[src/rtccal_pkg.sv]
// package of constants and types for the clock/calendar core
// Notes on behaviour
// - one second update period advances calendar
// - freeze holds visible bytes; internal copy counts
// - pending bit leads update; then done flag
// - bytes binary or BCD by format bit
// - twelve hour mode puts PM in bit 7
// - weekday 1-7, day 1-31, month, year 0-99
// - after unfreeze next update takes written bytes
// - divide time base; taps feed a selector
// - rate field picks tap, zero gives none
// - wave pin driven only when output enabled
// - code 011 with enables outputs fast clock
// - code 011 leaves periodic timing unchanged
// - periodic enable requests once per period
// - events set flags; enabled ones request interrupt
// - flag register read clears flags, releases pin
// - update compares time with alarm bytes
// - alarm byte with top bits set ignored
// - alarm logic stays live on backup power
// - update request needs enable and no freeze
// - interrupt pin low while enabled flag set
// - wave pin low when output disabled
// - oscillator codes 010 and 011 run divider, all others hold it at start
package rtccal_pkg;
	// ***************************************
	// register map
	// ***************************************
	localparam logic [6:0] RTCCAL_SEC = 7'h00;
	localparam logic [6:0] RTCCAL_SEC_ALM = 7'h01;
	localparam logic [6:0] RTCCAL_MIN = 7'h02;
	localparam logic [6:0] RTCCAL_MIN_ALM = 7'h03;
	localparam logic [6:0] RTCCAL_HR = 7'h04;
	localparam logic [6:0] RTCCAL_HR_ALM = 7'h05;
	localparam logic [6:0] RTCCAL_WDAY = 7'h06;
	localparam logic [6:0] RTCCAL_MDAY = 7'h07;
	localparam logic [6:0] RTCCAL_MON = 7'h08;
	localparam logic [6:0] RTCCAL_YEAR = 7'h09;
	localparam logic [6:0] RTCCAL_CTRL_A = 7'h0A;
	localparam logic [6:0] RTCCAL_CTRL_B = 7'h0B;
	localparam logic [6:0] RTCCAL_FLAGS = 7'h0C;
	localparam logic [6:0] RTCCAL_CTRL_D = 7'h0D;
	localparam int RTCCAL_NBYTES = 10;
	// ***************************************
	// field positions
	// ***************************************
	localparam int B_FREEZE = 7;
	localparam int B_PIE = 6;
	localparam int B_AIE = 5;
	localparam int B_UIE = 4;
	localparam int B_WAVE = 3;
	localparam int B_FMT = 2;
	localparam int B_HR12 = 1;
	localparam int C_REQUEST_PENDING_FLAG = 7;
	localparam int C_PF = 6;
	localparam int C_AF = 5;
	localparam int C_UF = 4;
	localparam int C_FAST = 0;
	localparam logic [2:0] OSC_RUN = 3'b010;
	localparam logic [2:0] OSC_FAST = 3'b011;
	localparam logic [1:0] OSC_HOLD = 2'b11;
	localparam logic [7:0] DONT_CARE = 8'hC0;
	localparam logic [7:0] CTRL_A_RST = 8'h00;
	localparam logic [7:0] CTRL_B_RST = 8'h00;
	// ***************************************
	// timing
	// ***************************************
	localparam int CLK_HZ = 40000000;
	localparam int TBASE_HZ = 32768;
	localparam int DIV_W = 15;
	// pending lead and first update delay, in time base ticks
	localparam int LEAD_US = 244;
	localparam int LEAD_TICKS = (LEAD_US * TBASE_HZ + 999999) / 1000000;
	localparam int FIRST_MS = 500;
	localparam int FIRST_TICKS = FIRST_MS * TBASE_HZ / 1000;
	typedef struct packed {
		logic [7:0] year;
		logic [7:0] mon;
		logic [7:0] mday;
		logic [7:0] wday;
		logic [7:0] hr;
		logic [7:0] min;
		logic [7:0] sec;
	} rtccal_time_type;
endpackage

[src/rtccal_core.sv]
// clock/calendar core with alarm, wave output and events
`timescale 1ns/100ps
module rtccal_core import rtccal_pkg::*; (
	// clock and reset
	input wire logic CLK_SYS_IN,
	input wire logic RST_N_IN,
	// time base tick, 32.768 kHz enable from oscillator
	input wire logic TBASE_IN,
	// multiplexed bus
	input wire logic [7:0] AD_IN,
	output logic [7:0] AD_OUT,
	output logic AD_OE_OUT,
	input wire logic AS_IN,
	input wire logic DS_N_IN,
	input wire logic WR_N_IN,
	input wire logic CS_N_IN,
	// pins
	output logic IRQ_N_OUT,
	output logic IRQ_OE_OUT,
	output logic WAVE_OUT
);
	// ***************************************
	// pin synchronisers
	// ***************************************
	logic [5:0] s1_q, s2_q, s3_q;
	logic [7:0] ad1_q, ad2_q;
	always_ff @(posedge CLK_SYS_IN or negedge RST_N_IN) begin
		if (!RST_N_IN) begin
			// idle pin levels, so no false strobe edge follows reset
			s1_q <= 6'h3C;
			s2_q <= 6'h3C;
			s3_q <= 6'h3C;
			ad1_q <= 8'h00;
			ad2_q <= 8'h00;
		end else begin
			s1_q <= {CS_N_IN, WR_N_IN, DS_N_IN, 1'b1, AS_IN, TBASE_IN};
			s2_q <= s1_q;
			s3_q <= s2_q;
			ad1_q <= AD_IN;
			ad2_q <= ad1_q;
		end
	end
	logic tick, as_fall, rd_fall, wr_rise, rd_act, cs_act;
	assign tick = s2_q[0] & ~s3_q[0];
	assign as_fall = ~s2_q[1] & s3_q[1];
	assign rd_act = ~s2_q[3];
	assign rd_fall = ~s2_q[3] & s3_q[3];
	assign wr_rise = s2_q[4] & ~s3_q[4];
	assign cs_act = ~s2_q[5];

	// ***************************************
	// bcd and binary helpers
	// ***************************************
	function automatic logic [7:0] inc8(input logic [7:0] v,
			input logic bcd);
		if (bcd && v[3:0] == 4'h9)
			inc8 = {v[7:4] + 4'h1, 4'h0};
		else
			inc8 = v + 8'h01;
	endfunction
	function automatic logic [7:0] mlen(input logic [7:0] m,
			input logic [7:0] y, input logic bcd);
		logic [7:0] mb, yb;
		mb = bcd ? 8'(m[7:4] * 4'hA + m[3:0]) : m;
		yb = bcd ? 8'(y[7:4] * 4'hA + y[3:0]) : y;
		unique case (mb)
			8'h02: mlen = (yb[1:0] == 2'b00) ? 8'h1D : 8'h1C;
			8'h04, 8'h06, 8'h09, 8'h0B: mlen = 8'h1E;
			default: mlen = 8'h1F;
		endcase
		if (bcd)
			mlen = (mlen == 8'h1F) ? 8'h31 : (mlen == 8'h1E) ? 8'h30 :
				{4'h2, mlen[3:0] - 4'h4};
	endfunction

	// ***************************************
	// control registers
	// ***************************************
	logic [7:0] ctrl_a_q, ctrl_b_q;
	logic fast_en_q;
	logic [6:0] addr_q;
	logic wr_ev;
	rtccal_time_type live_q, vis_q;
	logic [7:0] alm_s_q, alm_m_q, alm_h_q;
	logic pend_q, freeze_q;
	logic [2:0] flags_q;
	logic flag_rd;
	assign wr_ev = wr_rise & cs_act;
	assign flag_rd = rd_fall & cs_act & (addr_q == RTCCAL_FLAGS);
	always_ff @(posedge CLK_SYS_IN or negedge RST_N_IN) begin
		if (!RST_N_IN)
			addr_q <= 7'h00;
		else if (as_fall)
			addr_q <= ad2_q[6:0];
	end
	always_ff @(posedge CLK_SYS_IN or negedge RST_N_IN) begin
		if (!RST_N_IN) begin
			ctrl_a_q <= CTRL_A_RST;
			ctrl_b_q <= CTRL_B_RST;
			fast_en_q <= 1'b0;
		end else if (wr_ev) begin
			if (addr_q == RTCCAL_CTRL_A)
				ctrl_a_q <= {1'b0, ad2_q[6:0]};
			if (addr_q == RTCCAL_CTRL_B)
				ctrl_b_q <= ad2_q;
			if (addr_q == RTCCAL_FLAGS && ctrl_a_q[6:4] == OSC_FAST)
				fast_en_q <= ad2_q[C_FAST];
		end
	end
	logic fmt_bin;
	assign fmt_bin = ctrl_b_q[B_FMT];
	assign freeze_q = ctrl_b_q[B_FREEZE];

	// ***************************************
	// divider and rate selector
	// ***************************************
	// held divider waits short of its wrap, so the first update
	// follows the start delay rather than a full second
	localparam logic [DIV_W-1:0] DIV_START =
		DIV_W'((1 << DIV_W) - FIRST_TICKS);
	logic [DIV_W-1:0] div_q;
	logic div_run;
	assign div_run = ctrl_a_q[6:4] == OSC_RUN || ctrl_a_q[6:4] == OSC_FAST;
	always_ff @(posedge CLK_SYS_IN or negedge RST_N_IN) begin
		if (!RST_N_IN)
			div_q <= DIV_START;
		else if (!div_run)
			div_q <= DIV_START;
		else if (tick)
			div_q <= div_q + 1'b1;
	end
	logic [3:0] rs;
	logic [3:0] tap;
	logic rate_on, rate_lvl;
	assign rs = ctrl_a_q[3:0];
	// codes 1 and 2 reuse the 256 and 128 Hz taps
	assign tap = (rs == 4'h1) ? 4'h6 : (rs == 4'h2) ? 4'h7 : rs - 4'h2;
	assign rate_on = rs != 4'h0 && div_run;
	assign rate_lvl = rate_on & div_q[tap];
	logic rate_prev_q, per_ev;
	always_ff @(posedge CLK_SYS_IN or negedge RST_N_IN) begin
		if (!RST_N_IN)
			rate_prev_q <= 1'b0;
		else
			rate_prev_q <= rate_lvl;
	end
	assign per_ev = rate_prev_q & ~rate_lvl & rate_on;
	always_ff @(posedge CLK_SYS_IN or negedge RST_N_IN) begin
		if (!RST_N_IN)
			WAVE_OUT <= 1'b0;
		else if (!ctrl_b_q[B_WAVE])
			WAVE_OUT <= 1'b0;
		else if (ctrl_a_q[6:4] == OSC_FAST && fast_en_q)
			WAVE_OUT <= s2_q[0];
		else
			WAVE_OUT <= rate_lvl;
	end

	// ***************************************
	// update cycle sequencing
	// ***************************************
	logic sec_edge, lead_edge, upd_ev;
	assign sec_edge = tick && div_run && div_q == '1;
	assign lead_edge = tick && div_run &&
		div_q == DIV_W'((1 << DIV_W) - LEAD_TICKS);
	assign upd_ev = sec_edge;
	always_ff @(posedge CLK_SYS_IN or negedge RST_N_IN) begin
		if (!RST_N_IN)
			pend_q <= 1'b0;
		else if (freeze_q || upd_ev)
			pend_q <= 1'b0;
		else if (lead_edge)
			pend_q <= 1'b1;
	end

	// ***************************************
	// calendar counting
	// ***************************************
	logic take_q;
	rtccal_time_type nx;
	logic [7:0] h_lo, h_hi, hr_n, hr_inc;
	always_comb begin
		nx = live_q;
		h_lo = ctrl_b_q[B_HR12] ? 8'h01 : 8'h00;
		h_hi = ctrl_b_q[B_HR12] ? (fmt_bin ? 8'h0C : 8'h12) :
			(fmt_bin ? 8'h17 : 8'h23);
		hr_n = {1'b0, live_q.hr[6:0]};
		hr_inc = inc8(hr_n, !fmt_bin);
		nx.sec = inc8(live_q.sec, !fmt_bin);
		if (live_q.sec == (fmt_bin ? 8'h3B : 8'h59)) begin
			nx.sec = 8'h00;
			nx.min = inc8(live_q.min, !fmt_bin);
			if (live_q.min == (fmt_bin ? 8'h3B : 8'h59)) begin
				nx.min = 8'h00;
				nx.hr = {live_q.hr[7], hr_inc[6:0]};
				if (ctrl_b_q[B_HR12] && hr_n == h_hi - 8'h01)
					nx.hr[7] = ~live_q.hr[7];
				if (hr_n == h_hi) begin
					nx.hr = {ctrl_b_q[B_HR12] & live_q.hr[7], h_lo[6:0]};
					if (!ctrl_b_q[B_HR12] || live_q.hr[7] == 1'b0) begin
						nx.hr[7] = 1'b0;
					end
				end
				if (!ctrl_b_q[B_HR12] && hr_n == h_hi ||
						ctrl_b_q[B_HR12] && live_q.hr[7] &&
						hr_n == h_hi - 8'h01) begin
					nx.hr = ctrl_b_q[B_HR12] ? (fmt_bin ? 8'h0C : 8'h12)
						: 8'h00;
					nx.wday = (live_q.wday == 8'h07) ? 8'h01 :
						live_q.wday + 8'h01;
					nx.mday = inc8(live_q.mday, !fmt_bin);
					if (live_q.mday == mlen(live_q.mon, live_q.year,
							!fmt_bin)) begin
						nx.mday = 8'h01;
						nx.mon = inc8(live_q.mon, !fmt_bin);
						if (live_q.mon == (fmt_bin ? 8'h0C : 8'h12)) begin
							nx.mon = 8'h01;
							nx.year = (live_q.year == (fmt_bin ? 8'h63 :
								8'h99)) ? 8'h00 : inc8(live_q.year, !fmt_bin);
						end
					end
				end
			end
		end
	end
	// host bytes written while frozen are taken at the first update after unfreeze
	always_ff @(posedge CLK_SYS_IN or negedge RST_N_IN) begin
		if (!RST_N_IN)
			take_q <= 1'b0;
		else if (upd_ev && !freeze_q)
			take_q <= 1'b0;
		else if (wr_ev && addr_q < 7'(RTCCAL_NBYTES))
			take_q <= 1'b1;
	end
	always_ff @(posedge CLK_SYS_IN or negedge RST_N_IN) begin
		if (!RST_N_IN)
			live_q <= '0;
		else if (upd_ev) begin
			if (take_q && !freeze_q)
				live_q <= vis_q;
			else
				live_q <= nx;
		end
	end
	logic [7:0] wd;
	assign wd = ad2_q;
	always_ff @(posedge CLK_SYS_IN or negedge RST_N_IN) begin
		if (!RST_N_IN)
			vis_q <= '0;
		else if (upd_ev && !freeze_q)
			vis_q <= (take_q) ? vis_q : nx;
		else if (wr_ev) begin
			unique case (addr_q)
				RTCCAL_SEC: vis_q.sec <= wd;
				RTCCAL_MIN: vis_q.min <= wd;
				RTCCAL_HR: vis_q.hr <= wd;
				RTCCAL_WDAY: vis_q.wday <= wd;
				RTCCAL_MDAY: vis_q.mday <= wd;
				RTCCAL_MON: vis_q.mon <= wd;
				RTCCAL_YEAR: vis_q.year <= wd;
				default: ;
			endcase
		end
	end
	always_ff @(posedge CLK_SYS_IN or negedge RST_N_IN) begin
		if (!RST_N_IN) begin
			alm_s_q <= 8'h00;
			alm_m_q <= 8'h00;
			alm_h_q <= 8'h00;
		end else if (wr_ev) begin
			if (addr_q == RTCCAL_SEC_ALM)
				alm_s_q <= wd;
			if (addr_q == RTCCAL_MIN_ALM)
				alm_m_q <= wd;
			if (addr_q == RTCCAL_HR_ALM)
				alm_h_q <= wd;
		end
	end

	// ***************************************
	// alarm and event flags
	// ***************************************
	function automatic logic amatch(input logic [7:0] a, input logic [7:0] v);
		amatch = (a[7:6] == DONT_CARE[7:6]) || a == v;
	endfunction
	logic alm_ev, upd_done;
	rtccal_time_type nt;
	// compare with the time this update loads, host bytes included
	assign nt = (take_q && !freeze_q) ? vis_q : nx;
	// no supply gating here, so alarm runs in any power state
	assign alm_ev = upd_ev && amatch(alm_s_q, nt.sec) &&
		amatch(alm_m_q, nt.min) && amatch(alm_h_q, nt.hr);
	assign upd_done = upd_ev;
	logic [2:0] ev, en;
	assign ev = {per_ev, alm_ev, upd_done};
	assign en = {ctrl_b_q[B_PIE], ctrl_b_q[B_AIE],
		ctrl_b_q[B_UIE] & ~freeze_q};
	logic [2:0] flags_d;
	logic req_q, req_d;
	// set wins over the read clear, so no event is lost
	assign flags_d = (flag_rd ? 3'b000 : flags_q) | ev;
	// level request: enabling an already set flag also pulls the pin
	assign req_d = |(flags_d & en);
	always_ff @(posedge CLK_SYS_IN or negedge RST_N_IN) begin
		if (!RST_N_IN)
			flags_q <= 3'b000;
		else
			flags_q <= flags_d;
	end
	always_ff @(posedge CLK_SYS_IN or negedge RST_N_IN) begin
		if (!RST_N_IN)
			req_q <= 1'b0;
		else
			req_q <= req_d;
	end
	always_ff @(posedge CLK_SYS_IN or negedge RST_N_IN) begin
		if (!RST_N_IN) begin
			IRQ_N_OUT <= 1'b1;
			IRQ_OE_OUT <= 1'b0;
		end else begin
			IRQ_N_OUT <= 1'b0;
			IRQ_OE_OUT <= req_d;
		end
	end

	// ***************************************
	// read path
	// ***************************************
	logic [7:0] rd_mux;
	always_comb begin
		unique case (addr_q)
			RTCCAL_SEC: rd_mux = vis_q.sec;
			RTCCAL_SEC_ALM: rd_mux = alm_s_q;
			RTCCAL_MIN: rd_mux = vis_q.min;
			RTCCAL_MIN_ALM: rd_mux = alm_m_q;
			RTCCAL_HR: rd_mux = vis_q.hr;
			RTCCAL_HR_ALM: rd_mux = alm_h_q;
			RTCCAL_WDAY: rd_mux = vis_q.wday;
			RTCCAL_MDAY: rd_mux = vis_q.mday;
			RTCCAL_MON: rd_mux = vis_q.mon;
			RTCCAL_YEAR: rd_mux = vis_q.year;
			RTCCAL_CTRL_A: rd_mux = {pend_q, ctrl_a_q[6:0]};
			RTCCAL_CTRL_B: rd_mux = ctrl_b_q;
			RTCCAL_FLAGS: rd_mux = {req_q, flags_q, 3'b000, fast_en_q};
			default: rd_mux = 8'h00;
		endcase
	end
	always_ff @(posedge CLK_SYS_IN or negedge RST_N_IN) begin
		if (!RST_N_IN) begin
			AD_OUT <= 8'h00;
			AD_OE_OUT <= 1'b0;
		end else begin
			// held from the strobe, so a flag read shows what it clears
			if (rd_fall)
				AD_OUT <= rd_mux;
			AD_OE_OUT <= rd_act & cs_act;
		end
	end

	// ***************************************
	// checks
	// ***************************************
	chk_pend_clear: assert property (@(posedge CLK_SYS_IN)
		disable iff (!RST_N_IN) upd_ev |=> !pend_q)
		else $error("pending bit not cleared after update");
	chk_done_flag: assert property (@(posedge CLK_SYS_IN)
		disable iff (!RST_N_IN) upd_ev |=> flags_q[0])
		else $error("update done flag not set");
	chk_read_clear: assert property (@(posedge CLK_SYS_IN)
		disable iff (!RST_N_IN) flag_rd && ev == 3'b000 |=> !req_q &&
		flags_q == 3'b000)
		else $error("flag read did not clear");
	chk_wave_low: assert property (@(posedge CLK_SYS_IN)
		disable iff (!RST_N_IN) !ctrl_b_q[B_WAVE] |=> !WAVE_OUT)
		else $error("wave pin not low when disabled");
	chk_irq_drive: assert property (@(posedge CLK_SYS_IN)
		disable iff (!RST_N_IN) |(ev & en) |=> IRQ_OE_OUT)
		else $error("interrupt not driven");
	chk_freeze_hold: assert property (@(posedge CLK_SYS_IN)
		disable iff (!RST_N_IN) freeze_q && !wr_ev |=> $stable(vis_q))
		else $error("visible bytes changed while frozen");
	chk_alarm_flag: assert property (@(posedge CLK_SYS_IN)
		disable iff (!RST_N_IN) alm_ev |=> flags_q[1])
		else $error("alarm flag not set");
	chk_div_hold: assert property (@(posedge CLK_SYS_IN)
		disable iff (!RST_N_IN) !div_run |=> div_q == DIV_START && !upd_ev)
		else $error("divider ran while held");
	cov_update: cover property (@(posedge CLK_SYS_IN) upd_ev);
	cov_alarm: cover property (@(posedge CLK_SYS_IN) alm_ev && en[1]);
	cov_periodic: cover property (@(posedge CLK_SYS_IN) per_ev && en[2]);
endmodule

[config.mk]
export PLATFORM = sky130hd
export DESIGN_NAME = rtccal_core
export DESIGN_NICKNAME = d
export VERILOG_FILES = /design/src/rtccal_pkg.sv /design/src/rtccal_core.sv
export SDC_FILE = /design/constraint.sdc
export NUM_CORES = 1
export LEC_CHECK = 0
export BUFFER_PORTS_ARGS = -buffer_cell sky130_fd_sc_hd__buf_2
export CAP_MARGIN = 20
export CORE_MARGIN = 1.5
export CORE_UTILIZATION = 45
export DETAILED_ROUTE_END_ITERATION = 16
export MAX_ROUTING_LAYER = met4
export PLACE_DENSITY_LB_ADDON = 0.2
export RECOVER_POWER = 50
export SLEW_MARGIN = 10
export SYNTH_ARGS = -nofsm -noshare
export SYNTH_HDL_FRONTEND = slang
export SYNTH_SLANG_ARGS = --single-unit
[constraint.sdc]
create_clock -name CLK_SYS_IN -period 4.1 [get_ports CLK_SYS_IN]
set_clock_uncertainty 0.1 [all_clocks]
set_input_delay 0.82 -clock CLK_SYS_IN [delete_from_list [all_inputs] [get_ports CLK_SYS_IN]]
set_output_delay 0.82 -clock CLK_SYS_IN [all_outputs]
set_load 0.02 [all_outputs]
# Word level (Yosys, flattened, before mapping)
# Index checks and enable logic that the tools add are counted.
dict set report totals {
  ff_bits 222
  out_inout_bits 12
  in_bits 15
  wordCells 250
}
dict set report classes {
  magnitude_cmp 2
  n_addsub 19
  reduce_logical 60
  n_mux 61
  eq_ne 47
  n_mul 2
  n_bitwise 23
}
# op count
set ops {}
lappend ops {{$mux 56} 5}
lappend ops {{$mux 8} 26}
lappend ops {{$pmux 8 s13} 1}
lappend ops {{$add 8x1->8 const B} 6}
lappend ops {{$eq 8x8->1} 6}
lappend ops {{$mux 48} 1}
lappend ops {{$mux 40} 1}
lappend ops {{$eq 7x4->1 const B} 5}
lappend ops {{$eq 15x15->1 const B} 2}
lappend ops {{$mux 15} 2}
lappend ops {{$eq 7x3->1 const B} 4}
lappend ops {{$eq 4x4->1 const B} 6}
lappend ops {{$eq 8x3->1 const B} 3}
lappend ops {{$mux 24} 1}
lappend ops {{$logic_and 1x1->1} 22}
lappend ops {{$reduce_and 3->1} 7}
lappend ops {{$add 4x1->4 const B} 5}
lappend ops {{$reduce_bool 2->1} 10}
lappend ops {{$eq 7x8->1} 2}
lappend ops {{$eq 8x4->1 const B} 2}
lappend ops {{$eq 8x5->1 const B} 2}
lappend ops {{$mux 16} 1}
lappend ops {{$add 15x1->15 const B} 1}
lappend ops {{$mux 5} 3}
lappend ops {{41 further kinds} 90}

# Longest topological paths before layout
dict set report logic_depth {
  ltp_word 30
  depth_mapped 14
  depth_no_buf 13
}

# Least setup slack after synthesis
# Ideal clock, no wire load.
dict set report synth_path {
  path_type {reg2reg}
  startpoint {reg ctrl_b_q[2]}
  endpoint {reg IRQ_OE_OUT}
  arrival_ns 3.664
  path_stages_with_launch 13
  period_less_slack_ns 3.868
  required_time_ns 3.897
  slack_ns 0.232
  path_cell_list {dfrtp_1 -> buf_6 -> or4b_4 -> a2111o_1 -> buf_6 -> or4_4 -> a2111oi_4 -> o32ai_1 -> a211oi_2 -> nand4_1 -> a2111oi_2 -> a21oi_1 -> o41ai_2}
}
dict set report synth_between {
  elab_chain_cells 17
  word_cells_on_any_way 39
  cone_classes {1 x add/sub; 7 x eq/ne; 14 x mux; 2 x bitwise; 15 x reduce/logical}
}
# item line_no
set synth_lines {}
lappend synth_lines {{start, declared} rtccal_core.sv:79} ;# logic [7:0] ctrl_a_q, ctrl_b_q;
lappend synth_lines {{start signal, assigned} rtccal_core.sv:105} ;# ctrl_b_q <= ad2_q;
lappend synth_lines {{$mux 5 or $mux 6 (tied branches)} {rtccal_core.sv:185, rtccal_core.sv:207, rtccal_core.sv:186}}
lappend synth_lines {{$mux 8} rtccal_core.sv:185} ;# h_hi = ctrl_b_q[B_HR12] ? (fmt_bin ? 8'h0C : 8'h12) :
lappend synth_lines {{$sub 8x1->8} {rtccal_core.sv:196, rtccal_core.sv:206}}
lappend synth_lines {{$eq 7x8->1} {rtccal_core.sv:196, rtccal_core.sv:206}}
lappend synth_lines {{$logic_and 1x1->1} rtccal_core.sv:196} ;# if (ctrl_b_q[B_HR12] && hr_n == h_hi - 8'h01)
lappend synth_lines {{$mux 1} rtccal_core.sv:196}
lappend synth_lines {{$mux 8} rtccal_core.sv:198} ;# if (hr_n == h_hi) begin
lappend synth_lines {{$mux 40} rtccal_core.sv:204} ;# if (!ctrl_b_q[B_HR12] && hr_n == h_hi ||
lappend synth_lines {{[... 2 more ...]} n/a}
lappend synth_lines {{$mux 56 *} rtccal_core.sv:289} ;# assign nt = (take_q && !freeze_q) ? vis_q : nx;
lappend synth_lines {{$eq 8x8->1} rtccal_core.sv:284} ;# amatch = (a[7:6] == DONT_CARE[7:6]) || a == v;
lappend synth_lines {{$logic_or 1x1->1} rtccal_core.sv:284}
lappend synth_lines {{$logic_and 1x1->1 *} rtccal_core.sv:292} ;# amatch(alm_m_q, nt.min) && amatch(alm_h_q, nt.hr);
lappend synth_lines {{$or 3x3->3 *} rtccal_core.sv:301} ;# assign flags_d = (flag_rd ? 3'b000 : flags_q) | ev;
lappend synth_lines {{$and 3x3->3 *} rtccal_core.sv:303} ;# assign req_d = |(flags_d & en);
lappend synth_lines {{$reduce_or 3->1 *} rtccal_core.sv:303}
lappend synth_lines {{via req_d} rtccal_core.sv:299} ;# logic req_q, req_d;
lappend synth_lines {{end signal, assigned} rtccal_core.sv:322} ;# IRQ_OE_OUT <= req_d;
lappend synth_lines {{end, declared} rtccal_core.sv:19} ;# output logic IRQ_OE_OUT,
# Mark *: on every way through the listed nets, which the timed path passes. The rest lies on a longest branch.
# A chain may end at the register's enable or synchronous reset.

# Worst setup path in the final report
# Same ends and word-level chain as after synthesis.

==> results.ini <==
[critical_path]
critical_path_depth = 10
crit_buf_inv = 0
cp-startpoint = ctrl_b_q[2]
cpPeakStageDelay_ps = 560
worstPathCellList = or4b_4 -> a2111o_1 -> or4_4 -> a2111oi_4 -> o32ai_1 -> a211oi_2 -> nand4_1 -> a2111oi_4 -> a21oi_2 -> o41ai_2
reg2reg_to = IRQ_OE_OUT
reg2regPathDepth = 10
crit_required_ps = 4410
worst_setup_path_end_kind = flop
worstReg2RegStart = ctrl_b_q[2]
crit_top_cell = a2111oi_4
r2r_setup_slack_ps = 180
worstSetupEndpoint = IRQ_OE_OUT
crit_arrival_ps = 4230
path_delay_family = compound AO/OA/AOI/OAI gates
startpoint_type = flop
path_max_fanout = 2
path_class = flop to flop
cp_slowest_cell = or4b_4

[yosys]
synth.area.top_cells = dfrtp_1 39%, mux2_2 5.0%, a21oi_1 4.6%
ys_warn_count = 0
synth_area_sq_um = 13600
syn_inst = 1513
seq_area_frac_synth_pct = 40.9
syn-num-nets = 1565
yosys.cell_types.count = 83
synth_ff_type = dfrtp_1
yosys.area.top_type = dfrtp_1
synth_most_common_cell = dfrtp_1
synth.top_cell.area_share_pct = 39.0
syn_avg_cell_area_sq_um = 8.99
synth_edf_count = 0
synth_commonest_cells = 212 x dfrtp_1, 159 x nand2_1, 145 x nor2_1
ys_seq_elements = 222
async_flop_share_pct = 100

[sta]
rsz0062_at_grt = no
relSlewSlack_pct = -90.3
setup_violations = 0
finalCritPeriodShare_pct = 95.5
tns_ps = 0
max_freq_mhz = 255
hold_viol_final = 0
worstMarginPinSlew_ps = 2850
period_minus_slack_ps = 3920
maxSlewViolCount = 111

[grt]
grt_max_degree = 112
grt_first_pass_wirelength_mm = 67.9
track_usage_pct = 28.9
antenna_found_initial = 0
grt_pass1_vias = 11500
gr-total-overflow = 0

[die]
dieWidth_um = 177
initial_core_util_pct = 45.8
die-area_sq_um = 31300
core_area_sq_um = 29700
die_h_um = 177
io_pins = 27
rows = 63

[power]
power_per_cell_area_nw_per_um2 = 379
leakage_nw = 6.60
vdd_drop_max_uv = 373

[clock_network]
numClockSinks = 222
clockRootBuffer = clkbuf_16
cts_buffers = 25
hold_buffers = 0
cts_buffer_depth = 3
cts_htree_levels = 1
worstSkewPairLatency_ps = 520
path_clk_slew_ps = 60
cts_tree = built

[finish]
area_growth_pct = 11.9
drive_above_1_share_pct = 15.2
nets = 1575
n_antenna_cell = 0
nFillCells = 2762
regArea_sq_um = 5570
final_area_sq_um = 15200
multi_input_area_sq_um = 7550

[placed_design]
dp_hpwl_mm = 30.6
place_congestion = 0.937
io_buffers = 26
dpl-instance-area_sq_um = 14300

[run]
drv_cap = 1

[drt]
drc = 0
wl_mm = 42.8
drt_pass1_iterations = 6
num_vias = 12000
avgRoutedWirePerCell_um = 22.2
drtIter0Drc = 1163
vias_per_cell = 6.23
antenna_left = 0

[run_status]
violations = capacitance limit, slew limit
status = complete, but fails checks

[hold_path]
hp-class = flop to flop

-- flip-flops by register name, indices dropped and copies added, names as in the netlist, 7 cells and up --
register  cells
live_q       49
alm_s_q       8
div_q        15
alm_h_q       8
ad2_q         8
addr_q        7
ctrl_b_q      8
alm_m_q       8
AD_OUT        8
ad1_q         8
vis_q        56
hr_n          7
ctrl_a_q      7
-- metal layers --
layer  share of wire (%)  GRT usage [%]
met5                   0              -
met4                 4.2           10.3
met3                 7.1           4.02
met2                  46           44.8
met1                  43           38.7
-- cells in the final DEF, fill, tap and decap left out, types with 13 or more instances in the layout --
| cell type | Yosys | final |
|---|---|---|
| mux2_2 | 61 | 61 |
| and3_1 | 19 | 19 |
| buf_4 | 1 | 52 |
| nand2b_1 | 14 | 13 |
| inv_1 | 41 | 41 |
| nor3_1 | 37 | 35 |
| a211oi_1 | 16 | 15 |
| xnor2_1 | 33 | 33 |
| buf_2 | 2 | 25 |
| a21oi_1 | 125 | 124 |
| a31oi_1 | 19 | 19 |
| a22oi_1 | 15 | 15 |
| nor2_1 | 145 | 144 |
| clkbuf_16 | 0 | 25 |
| nor3b_1 | 13 | 13 |
| o21ai_0 | 95 | 95 |
| ha_1 | 35 | 35 |
| a22o_1 | 19 | 19 |
| a221oi_1 | 17 | 17 |
| nand3_1 | 44 | 44 |
| mux2i_1 | 27 | 27 |
| nand2_1 | 159 | 159 |
| dfrtp_1 | 212 | 211 |
| o211ai_1 | 15 | 15 |
| xor2_1 | 32 | 32 |
-- where the power goes --
group          internal, mW  total, mW  switching (mW)
Clock                  1.50       2.41           0.915
Sequential             2.31       2.51           0.195
Combinational         0.320      0.854           0.535
-- area by class of cell --
class	instances	area share, %
Tap cell	390	3.20
Clock inverter	12	1.23
Inverter	41	1.01
Multi-Input combinational cell	1149	49.6
Clock buffer	32	4.54
Sequential cell	222	36.6
Timing Repair Buffer	84	3.85
-- cells by family (layout without fill, tap and decap cells) --
group | Yosys count | count (layout) | share of synthesized area (%)
simple gates | 523 | 523 | 18.4
buf+inv | 142 | 169 | 4.08
other cells | 1 | 1 | 0.0276
compound gates | 429 | 429 | 20.9
fa+ha+maj | 37 | 37 | 3.51
mux | 94 | 94 | 8.03
xor+xnor | 65 | 65 | 4.18
flops | 222 | 222 | 40.9
-- worst min-delay path by stage --
| stage | from | to | slack, ps | cells past startpoint |
|---|---|---|---|---|
| detailed placement | ad1_q[3] | ad2_q[3] | 240 | 0 |
| global route | ad1_q[6] | ad2_q[6] | 250 | 0 |
| finish | ad1_q[3] | ad2_q[3] | 250 | 0 |
| floorplan | ad1_q[0] | ad2_q[0] | 230 | 0 |
| CTS | ad1_q[3] | ad2_q[3] | 250 | 0 |
| global placement | ad1_q[1] | ad2_q[1] | 230 | 0 |
-- stage by stage --
step                util, %  total power, mW  hold slack [ps]  std cells  setup WS (ps)
floorplan                 -             3.04              231       1513            232
global placement       48.2             3.36              232       1885            137
detailed placement     48.2             3.37              236       1885           75.6
CTS                    51.1             5.79              249       1929           68.6
global route           51.2             5.99              253       1930           8.30
finish                 51.2             5.78              246       1930            183
-- what timing repair did --
item                                    4_1_cts  5_1_grt
gates resized for setup                       0        8
endpoints found under the setup margin        0        6
buffers inserted                              0        0
Power figures use the tool's default switching activity.
